[config.mk]
export PLATFORM = sky130hd
export DESIGN_NAME = spg_top
export DESIGN_NICKNAME = d
export VERILOG_FILES = /design/src/verilog/spg_pkg.sv /design/src/verilog/spg_pattern_ram.sv /design/src/verilog/spg_tick_div.sv /design/src/verilog/spg_top.sv
export SDC_FILE = /design/constraint.sdc
export NUM_CORES = 1
export LEC_CHECK = 0
export ABC_CLOCK_PERIOD_IN_PS = 4300
export BUFFER_PORTS_ARGS = -buffer_cell sky130_fd_sc_hd__buf_4
export CAP_MARGIN = 10
export CORE_ASPECT_RATIO = 1.75
export CORE_UTILIZATION = 45
export DETAILED_ROUTE_END_ITERATION = 8
export SETUP_SLACK_MARGIN = 0.05
export SYNTH_ARGS = -nofsm -noshare
export SYNTH_HDL_FRONTEND = slang
export SYNTH_SLANG_ARGS = --single-unit
export TNS_END_PERCENT = 50
[constraint.sdc]
create_clock -name i_mclk -period 4.3 [get_ports i_mclk]
set_clock_uncertainty 0.05 [all_clocks]
set_input_delay 0 -clock i_mclk [delete_from_list [all_inputs] [get_ports i_mclk]]
set_output_delay 0 -clock i_mclk [all_outputs]
set_load 0.01 [all_outputs]
[src/verilog/spg_pkg.sv]
// package of constants and carrier types for the sine pattern generator
// Overview of operation
// [RL1] enable bit low keeps amplifier and converter powered down; high starts generation
// [RL2] restart bit pulsed high then low restarts output from the first sample
// [RL3] divide factor equals the 8-bit divider register plus one
// [RL4] samples per cycle equal the 6-bit count register plus one, at most 64
// [RL5] in IQ mode software programs a sample count that is a multiple of eight
// [RL6] sample counter advances once every divide-factor clocks
// [RL7] software keeps cycle length a multiple of divide factor and eight
// [RL8] a 6-bit sample counter and a 64 by 10-bit pattern store
// [RL9] each sample is a byte pair, low byte even address, bits 9..8 odd address
// [RL10] while enabled, CPU reads and writes of the pattern store are blocked
// [RL11] samples zero through count are sent in order to the converter
// [RL12] demodulation mode bit: 0 selects IQ, 1 selects full-wave rectify
// [RL13] after the last sample the counter wraps to the first and keeps running
// [RL14] converter word is the even low byte joined with two bits of the odd byte
package spg_pkg;
   // ******************************************************
   // register map, byte addresses on the APB
   // ******************************************************
   localparam int unsigned SPG_AW        = 12;
   localparam logic [11:0] SPG_OFS_CTRL  = 12'h000;
   localparam logic [11:0] SPG_OFS_DIV   = 12'h004;
   localparam logic [11:0] SPG_OFS_CNT   = 12'h008;
   localparam logic [11:0] SPG_OFS_MODE  = 12'h00C;
   localparam logic [11:0] SPG_OFS_STAT  = 12'h010;
   // pattern window: pattern byte k sits at byte address 12'h400 + 4*k
   localparam logic [2:0]  SPG_RAM_SEL   = 3'h2;
   localparam int unsigned SPG_RAM_LSB   = 9;
   localparam int unsigned SPG_BYTES     = 128;
   // ******************************************************
   // field positions and reset values
   // ******************************************************
   localparam int unsigned SPG_CTRL_EN   = 7;
   localparam int unsigned SPG_CTRL_RST  = 0;
   localparam int unsigned SPG_MODE_FWR  = 0;
   localparam int unsigned SPG_STAT_RUN  = 7;
   localparam logic [7:0]  SPG_RST_CTRL  = 8'h00;
   localparam logic [7:0]  SPG_RST_DIV   = 8'h00;
   localparam logic [5:0]  SPG_RST_CNT   = 6'h00;
   localparam logic        SPG_RST_MODE  = 1'b0;
   localparam int unsigned SPG_DAC_W     = 10;
   localparam int unsigned SPG_IDX_W     = 6;
   localparam int unsigned SPG_DEPTH     = 64;
   // ******************************************************
   // carriers
   // ******************************************************
   typedef struct packed {
      logic       en;
      logic       restart;
      logic       fwr;
      logic [7:0] div;
      logic [5:0] last;
   } spg_cfg_s;
   typedef struct packed {
      logic       dac_pd;
      logic       amp_pd;
      logic [9:0] data;
   } spg_dac_s;
endpackage

[src/verilog/spg_pattern_ram.sv]
// pattern store: word array written a byte at a time, two read ports
`timescale 1ns/1ps
`default_nettype none
module spg_pattern_ram
   import spg_pkg::*;
#(
   parameter int unsigned DEPTH = 64,
   parameter int unsigned DW    = 10,
   parameter int unsigned AW    = 6
) (
   input  wire logic          i_mclk,
   input  wire logic          i_we_lo,
   input  wire logic          i_we_hi,
   input  wire logic [AW-1:0] i_cpu_addr,
   input  wire logic [7:0]    i_wbyte,
   output logic      [DW-1:0] o_cpu_word,
   input  wire logic [AW-1:0] i_gen_addr,
   output logic      [DW-1:0] o_gen_word
);
   logic [DW-1:0] mem [DEPTH];                                        // [RL8]

   assign o_cpu_word = mem[i_cpu_addr];
   assign o_gen_word = mem[i_gen_addr];

   always_ff @(posedge i_mclk) begin
      if (i_we_lo) begin
         mem[i_cpu_addr][7:0] <= i_wbyte;
      end
      if (i_we_hi) begin
         mem[i_cpu_addr][DW-1:8] <= i_wbyte[DW-9:0];
      end
   end
endmodule
`default_nettype wire

[src/verilog/spg_tick_div.sv]
// programmable clock divider that pulses once every (divide value + 1) clocks
`timescale 1ns/1ps
`default_nettype none
module spg_tick_div
   import spg_pkg::*;
#(
   parameter int unsigned W = 8
) (
   input  wire logic         i_mclk,
   input  wire logic         i_nrst,
   input  wire logic         i_clr,
   input  wire logic [W-1:0] i_div,
   output logic              o_tick
);
   logic [W-1:0] cnt;
   // compare with >= so a divider lowered mid-count cannot run the count past it
   wire          at_end = (cnt >= i_div);

   assign o_tick = at_end & ~i_clr;

   always_ff @(posedge i_mclk) begin
      if (!i_nrst || i_clr || at_end) begin
         cnt <= '0;
      end else begin
         cnt <= cnt + W'(1);
      end
   end
endmodule
`default_nettype wire

[src/verilog/spg_top.sv]
// sine pattern generator: APB registers, pattern store, sample sequencer, converter drive
//
// Decided for this implementation: the APB slave port and the placing of the registers.
`timescale 1ns/1ps
`default_nettype none
module spg_top
   import spg_pkg::*;
(
   input  wire logic               i_mclk,
   input  wire logic               i_nrst,
   input  wire logic               i_psel,
   input  wire logic               i_penable,
   input  wire logic               i_pwrite,
   input  wire logic [SPG_AW-1:0]  i_paddr,
   input  wire logic [31:0]        i_pwdata,
   output logic                    o_pready,
   output logic [31:0]             o_prdata,
   output logic                    o_pslverr,
   output var spg_dac_s            o_dac,
   output logic                    o_sample_strobe,
   output logic [SPG_IDX_W-1:0]    o_sample_idx,
   output logic                    o_iq_reset,
   output logic                    o_demod_fwr
);
   // ******************************************************
   // configuration and state
   // ******************************************************
   spg_cfg_s               cfg;
   logic [SPG_IDX_W-1:0]   idx;                                       // [RL8]
   logic                   tick;
   logic [SPG_DAC_W-1:0]   cpu_word;
   logic [SPG_DAC_W-1:0]   gen_word;
   // the restart bit holds the sequence at sample zero while high; clearing it
   // lets generation resume from the first stored sample
   wire                    run_en = cfg.en & ~cfg.restart;            // [RL1] [RL2]

   // ******************************************************
   // APB decode
   // ******************************************************
   // one wait state: pready rises the cycle after the access phase opens,
   // which lets read data and the error flag come straight from flip-flops
   wire acc_open  = i_psel & i_penable & ~o_pready;
   wire acc_done  = i_psel & i_penable & o_pready;
   wire wr_done   = acc_done & i_pwrite;
   wire hit_ctrl  = (i_paddr == SPG_OFS_CTRL);
   wire hit_div   = (i_paddr == SPG_OFS_DIV);
   wire hit_cnt   = (i_paddr == SPG_OFS_CNT);
   wire hit_mode  = (i_paddr == SPG_OFS_MODE);
   wire hit_stat  = (i_paddr == SPG_OFS_STAT);
   wire hit_ram   = (i_paddr[SPG_AW-1:SPG_RAM_LSB] == SPG_RAM_SEL) && (i_paddr[1:0] == 2'h0);
   wire hit_any   = hit_ctrl | hit_div | hit_cnt | hit_mode | hit_stat | hit_ram;
   // word address k maps to pattern byte k: bit 0 picks the odd (high) byte
   wire [6:0]              ram_byte  = i_paddr[8:2];
   wire [SPG_IDX_W-1:0]    ram_entry = ram_byte[6:1];
   wire                    ram_odd   = ram_byte[0];
   wire ram_blocked = hit_ram & cfg.en;                               // [RL10]
   wire bus_err     = ~hit_any | ram_blocked;
   wire we_lo  = wr_done & hit_ram & ~cfg.en & ~ram_odd;              // [RL9] [RL10]
   wire we_hi  = wr_done & hit_ram & ~cfg.en & ram_odd;               // [RL9] [RL10]
   wire div_wr = wr_done & hit_div;
   wire cnt_wr = wr_done & hit_cnt;

   wire [7:0] ram_rbyte = ram_odd ? {6'h00, cpu_word[9:8]} : cpu_word[7:0];  // [RL9]
   wire [7:0] ctrl_rd   = {cfg.en, 6'h00, cfg.restart};
   wire [7:0] stat_rd   = {run_en, 1'b0, idx};
   logic [7:0] rd_byte;
   always_comb begin
      rd_byte = 8'h00;
      if (hit_ctrl) begin
         rd_byte = ctrl_rd;
      end else if (hit_div) begin
         rd_byte = cfg.div;
      end else if (hit_cnt) begin
         rd_byte = {2'b00, cfg.last};
      end else if (hit_mode) begin
         rd_byte = {7'h00, cfg.fwr};
      end else if (hit_stat) begin
         rd_byte = stat_rd;
      end else if (hit_ram && !cfg.en) begin
         rd_byte = ram_rbyte;
      end
   end

   always_ff @(posedge i_mclk) begin
      if (!i_nrst) begin
         o_pready  <= 1'b0;
         o_prdata  <= 32'h0000_0000;
         o_pslverr <= 1'b0;
      end else begin
         o_pready  <= acc_open;
         o_prdata  <= acc_open && !i_pwrite ? {24'h00_0000, rd_byte} : 32'h0000_0000;
         o_pslverr <= acc_open & bus_err;
      end
   end

   // ******************************************************
   // control registers
   // ******************************************************
   always_ff @(posedge i_mclk) begin
      if (!i_nrst) begin
         cfg.en      <= SPG_RST_CTRL[SPG_CTRL_EN];
         cfg.restart <= SPG_RST_CTRL[SPG_CTRL_RST];
         cfg.div     <= SPG_RST_DIV;
         cfg.last    <= SPG_RST_CNT;
         cfg.fwr     <= SPG_RST_MODE;
      end else if (wr_done) begin
         if (hit_ctrl) begin
            cfg.en      <= i_pwdata[SPG_CTRL_EN];
            cfg.restart <= i_pwdata[SPG_CTRL_RST];
         end
         if (hit_div) begin
            cfg.div <= i_pwdata[7:0];                                 // [RL3]
         end
         if (hit_cnt) begin
            cfg.last <= i_pwdata[SPG_IDX_W-1:0];                      // [RL4]
         end
         if (hit_mode) begin
            cfg.fwr <= i_pwdata[SPG_MODE_FWR];                        // [RL12]
         end
      end
   end

   // ******************************************************
   // sequencer
   // ******************************************************
   wire idx_last = (idx >= cfg.last);
   // rewriting the divider restarts the divide count so the new rate is exact
   wire div_clr  = ~run_en | div_wr;

   spg_tick_div #(
      .W      (8)
   ) u_div (
      .i_mclk (i_mclk),
      .i_nrst (i_nrst),
      .i_clr  (div_clr),
      .i_div  (cfg.div),
      .o_tick (tick)
   );

   always_ff @(posedge i_mclk) begin
      if (!i_nrst || !run_en) begin
         idx <= '0;                                                   // [RL2]
      end else if (tick) begin
         idx <= idx_last ? '0 : idx + SPG_IDX_W'(1);                  // [RL6] [RL11] [RL13]
      end
   end

   spg_pattern_ram #(
      .DEPTH      (SPG_DEPTH),
      .DW         (SPG_DAC_W),
      .AW         (SPG_IDX_W)
   ) u_ram (
      .i_mclk     (i_mclk),
      .i_we_lo    (we_lo),
      .i_we_hi    (we_hi),
      .i_cpu_addr (ram_entry),
      .i_wbyte    (i_pwdata[7:0]),
      .o_cpu_word (cpu_word),
      .i_gen_addr (idx),
      .o_gen_word (gen_word)
   );

   // ******************************************************
   // converter and side outputs
   // ******************************************************
   always_ff @(posedge i_mclk) begin
      if (!i_nrst) begin
         o_dac           <= '{dac_pd: 1'b1, amp_pd: 1'b1, data: '0};
         o_sample_strobe <= 1'b0;
         o_sample_idx    <= '0;
         o_iq_reset      <= 1'b0;
         o_demod_fwr     <= 1'b0;
      end else begin
         o_dac.dac_pd    <= ~cfg.en;                                  // [RL1]
         o_dac.amp_pd    <= ~cfg.en;                                  // [RL1]
         o_dac.data      <= run_en ? gen_word : '0;                   // [RL11] [RL14]
         o_sample_strobe <= run_en & tick;
         o_sample_idx    <= idx;
         o_iq_reset      <= cfg.restart;                              // [RL2]
         o_demod_fwr     <= cfg.fwr;                                  // [RL12]
      end
   end

   // ******************************************************
   // checks
   // ******************************************************
   logic [7:0] gap;
   always_ff @(posedge i_mclk) begin
      if (!i_nrst || div_clr || tick) begin
         gap <= 8'h00;
      end else begin
         gap <= gap + 8'h01;
      end
   end

   // ******************************************************
   // further bus, store and cycle checks
   // ******************************************************
   // one full output cycle is counted in cyc; a divider or count write
   // in mid-cycle breaks the phase, so the check waits for the next wrap
   wire                    wrap    = run_en & tick & idx_last;
   wire [14:0]             div_f   = {7'h00, cfg.div} + 15'h0001;
   wire [14:0]             cnt_f   = {9'h000, cfg.last} + 15'h0001;
   wire [14:0]             cyc_len = div_f * cnt_f;
   logic [14:0]            cyc;
   logic                   cyc_ok;
   always_ff @(posedge i_mclk) begin
      if (!i_nrst || !run_en || wrap) begin
         cyc <= 15'h0000;
      end else begin
         cyc <= cyc + 15'h0001;
      end
   end
   always_ff @(posedge i_mclk) begin
      if (!i_nrst || !run_en || wrap) begin
         cyc_ok <= 1'b1;
      end else if (div_wr || cnt_wr) begin
         cyc_ok <= 1'b0;
      end
   end
endmodule
`default_nettype wire
==> impl_metrics.ini <==
[run_status]
run_status = finished clean

[timing]
final.setup.tns_ns = 0
fmaxAchievable_mhz = 268
final-hold-violation-count = 0
worstMarginPinSlew_ns = 1.13
layout_worst_path_cycle_share_pct = 86.8
maxSlewHeadroom_pct = 24.5
final_setup_margin_ns = 0.567
final-setup-viol-count = 0
drv_slew = 0
grt_setup_unrepaired = no
final.hold.worst_slack_ns = 0.0559
final.min_clock_period_ns = 3.73

[global_routing]
grt_first_pass_wirelength_um = 155000
grt_start_max_net_pins = 88
grt_usage_pct = 30.3
gr-total-overflow = 0
first_global_vias = 21400
grt_antenna_before_repair = 6

[final_layout]
fill_cells = 5802
area_delta_synth_final_pct = 13.7
stdcell_area_um2 = 37100
area_of_combinational_cells_with_multiple_inputs_um2 = 11300
nets = 2200
storage_cell_area_um2 = 20500
post_route_cells_drive_above_1_share_pct = 28.4

[detailed_routing]
vias_per_cell = 6.77
drc = 0
detailedRoute.firstIterationViolations = 2562
detail_route.wl_per_cell_um = 35.5
dr.pass1.iters = 8
routed-via-count = 21000
antenna_violating_nets_post_route = 0
drt_wl_total_um = 110000

[cts]
tritoncts_clock_tree = yes
clock_latency_ns = 0.67
buffer_type_at_the_clock_tree_root = sky130_fd_sc_hd__clkbuf_16
clk_transition_reported_paths_ns = 0.07
tritoncts_buffers = 61
cts_max_path_buffers = 3
clkSinkCount = 701
cts-htree-levels = 2
post_cts_buffers = 0

[synthesis]
asr_flop_ratio_synth_pct = 0
yosys.area.top_type_share_pct = 58.9
synthFlopType = sky130_fd_sc_hd__edfxtp_1
yosys_warnings = 0
netlist_top_cells_area = sky130_fd_sc_hd__edfxtp_1 (59%), sky130_fd_sc_hd__mux4_2 (18%), sky130_fd_sc_hd__dfxtp_1 (3.7%)
post-synth-top-area-cell = sky130_fd_sc_hd__edfxtp_1
synth-seq-cells = 701
synth_enable_flop_cells = 640
synth.cell_area_um2 = 32600
synth_seq_area_share_pct = 62.7
post_synth.cell_area_avg_um2 = 16.4
count_of_distinct_cell_types_in_the_synthesized_netlist = 68
post_synth_inst_count = 1994

[die]
coreArea_um2 = 71700
starting_density_of_the_core_pct = 45.5
die-height_um = 358
design.die.area_um2 = 73600
core.rowCount = 130
die-width_um = 205
count_of_pins_on_the_block_boundary = 104

[power]
total_leakage_power_nw = 11.4
power_per_cell_area_nw_per_um2 = 375
vdd_ir_drop_max_mv = 0.306
total_power_w = 0.0139

[placement]
routabilityCongestion = 0.954
detailed_place.area_um2 = 34800
pre_cts_slack_ns = 0.967
place.port_buffers = 55
detailed_place_hpwl_um = 74300

[flow_run]
max_cap_violations = 0

[hold_path]
holdCritPathClass = in -> reg
hold_depth = 3

[setup_path]
cpPeakStageDelay_ns = 0.84
timing.reg2reg.worst_path_depth = 8
worst-path-buf-inv = 4
critical_path.max_fanout = 33
timing.critical_path.cells = dlygate4sd3_1 -> buf_4 -> buf_4 -> nor2b_1 -> a221oi_1 -> o21ai_0 -> a2bb2oi_1 -> o2111ai_1 -> o311ai_0 -> a211oi_1 -> dlygate4sd3_1
worst_ep_required_time_ns = 4.87
timing.setup.critical_path_class = in -> reg
cp.arrival_ns = 4.30
cpMaxStageDelayCell = sky130_fd_sc_hd__nor2b_1
cp-start-kind = input pin
endpoint_kind = register
critical-path-top-delay-family = compound AO/OA/AOI/OAI gates
cp_num_cells = 11
==> placed cells by master, fill, tap and decap left out, types with 10 or more instances in the layout <==
master                          Yosys  final
sky130_fd_sc_hd__mux2_2            43     43
sky130_fd_sc_hd__or4_1             11     11
sky130_fd_sc_hd__dfxtp_1           61     57
sky130_fd_sc_hd__a22o_1            19     19
sky130_fd_sc_hd__ha_1              16     16
sky130_fd_sc_hd__a41oi_1           12     12
sky130_fd_sc_hd__nor2_1           174    174
sky130_fd_sc_hd__buf_12             0     12
sky130_fd_sc_hd__nand3_1           25     25
sky130_fd_sc_hd__edfxtp_1         640    640
sky130_fd_sc_hd__inv_1             21     21
sky130_fd_sc_hd__nand2_1           71     71
sky130_fd_sc_hd__mux2i_1           25     25
sky130_fd_sc_hd__mux4_2           255    255
sky130_fd_sc_hd__dlygate4sd3_1      0     25
sky130_fd_sc_hd__a21boi_0          19     19
sky130_fd_sc_hd__o22ai_1           10     10
sky130_fd_sc_hd__a31oi_1           20     20
sky130_fd_sc_hd__nor2b_1           19     19
sky130_fd_sc_hd__and3_1            14     13
sky130_fd_sc_hd__a221oi_1          53     53
sky130_fd_sc_hd__clkbuf_16          0     62
sky130_fd_sc_hd__o21ai_0           33     33
sky130_fd_sc_hd__buf_4             29    201
sky130_fd_sc_hd__a22oi_1          112    112
sky130_fd_sc_hd__clkbuf_1          77     11
sky130_fd_sc_hd__and2_1            12     12
sky130_fd_sc_hd__conb_1             1     24
sky130_fd_sc_hd__a21oi_1           37     37
==> metal layers <==
metal	GRT usage [%]	routed length, um	vias up
met5	0	44	-
met2	51.8	55800	1277
met1	33.7	36200	10900
met3	5.06	8600	348
li1	-	-	8469
met4	23.1	9590	8
==> Yosys cell counts, types with 25 or more instances <==
cell type / number
sky130_fd_sc_hd__nor2_1: 174
sky130_fd_sc_hd__a22oi_1: 112
sky130_fd_sc_hd__nand2_1: 71
sky130_fd_sc_hd__mux2i_1: 25
sky130_fd_sc_hd__edfxtp_1: 640
sky130_fd_sc_hd__o21ai_0: 33
sky130_fd_sc_hd__nand3_1: 25
sky130_fd_sc_hd__dfxtp_1: 61
sky130_fd_sc_hd__a221oi_1: 53
sky130_fd_sc_hd__mux2_2: 43
sky130_fd_sc_hd__buf_4: 29
sky130_fd_sc_hd__clkbuf_1: 77
sky130_fd_sc_hd__a21oi_1: 37
sky130_fd_sc_hd__mux4_2: 255
sky130_fd_sc_hd__buf_2: 55
==> sequential cells by signal (all words and copies together), names as in the netlist, 6 cells and up <==
name          count
idx               6
o_dac            11
o_sample_idx      6
u_ram.mem       640
cfg              17
u_div.cnt         8
o_prdata          8
==> final cells by class <==
cell class	instances	share of cell area (%)
sequential	701	55.2
multi-input combinational	1111	30.5
timing repair buffer	239	5.42
clock buffer	75	4.37
tap	924	3.12
clock inverter	36	1.18
inverter	21	0.213
antenna	1	0.00675
==> final timing paths <==
check	end	start	slack, ns
setup reg to reg	o_prdata[0]	u_ram.mem[9][0]	0.94
hold reg to reg	cfg[1]	cfg[1]	0.44
hold / removal	u_ram.mem[1][9]	i_paddr[6]	0.06
setup / recovery	o_prdata[1]	i_paddr[5]	0.57
==> per-stage QoR <==
step                utilization [%]  instances
floorplan                         -       2017
global placement               48.5       2971
detailed placement             48.5       2971
CTS                            51.7       3107
global route                   51.7       3107
finish                         51.7       3108
==> what timing repair did <==
item	CTS	global route
hold endpoints to repair	460	0
gates resized for setup	0	0
hold buffers	25	0
==> report_power, final <==
part | internal, W | switching, W | leakage, nW
combinational | 0.000207 | 0.000486 | 4.19
sequential | 0.00742 | 0.000000485 | 6.24
clock | 0.00322 | 0.00257 | 0.986
total | 0.0108 | 0.00305 | 11.4
==> cells by family after synthesis <==
logic type | Yosys count | share of synthesized area, %
flops | 701 | 62.7
simple gates | 374 | 5.35
compound gates | 368 | 8.34
mux | 323 | 19.9
buf+inv | 205 | 2.97
fa+ha+maj | 16 | 0.614
xor+xnor | 6 | 0.161
other cells | 1 | 0.0115
==> worst min-delay path, delay by kind of cell <==
family,cells,cell delay [ns]
and+or+nand+nor,2,0.40
buffers and inverters,1,0.20
Note: power is estimated with default switching activity, not from simulation.
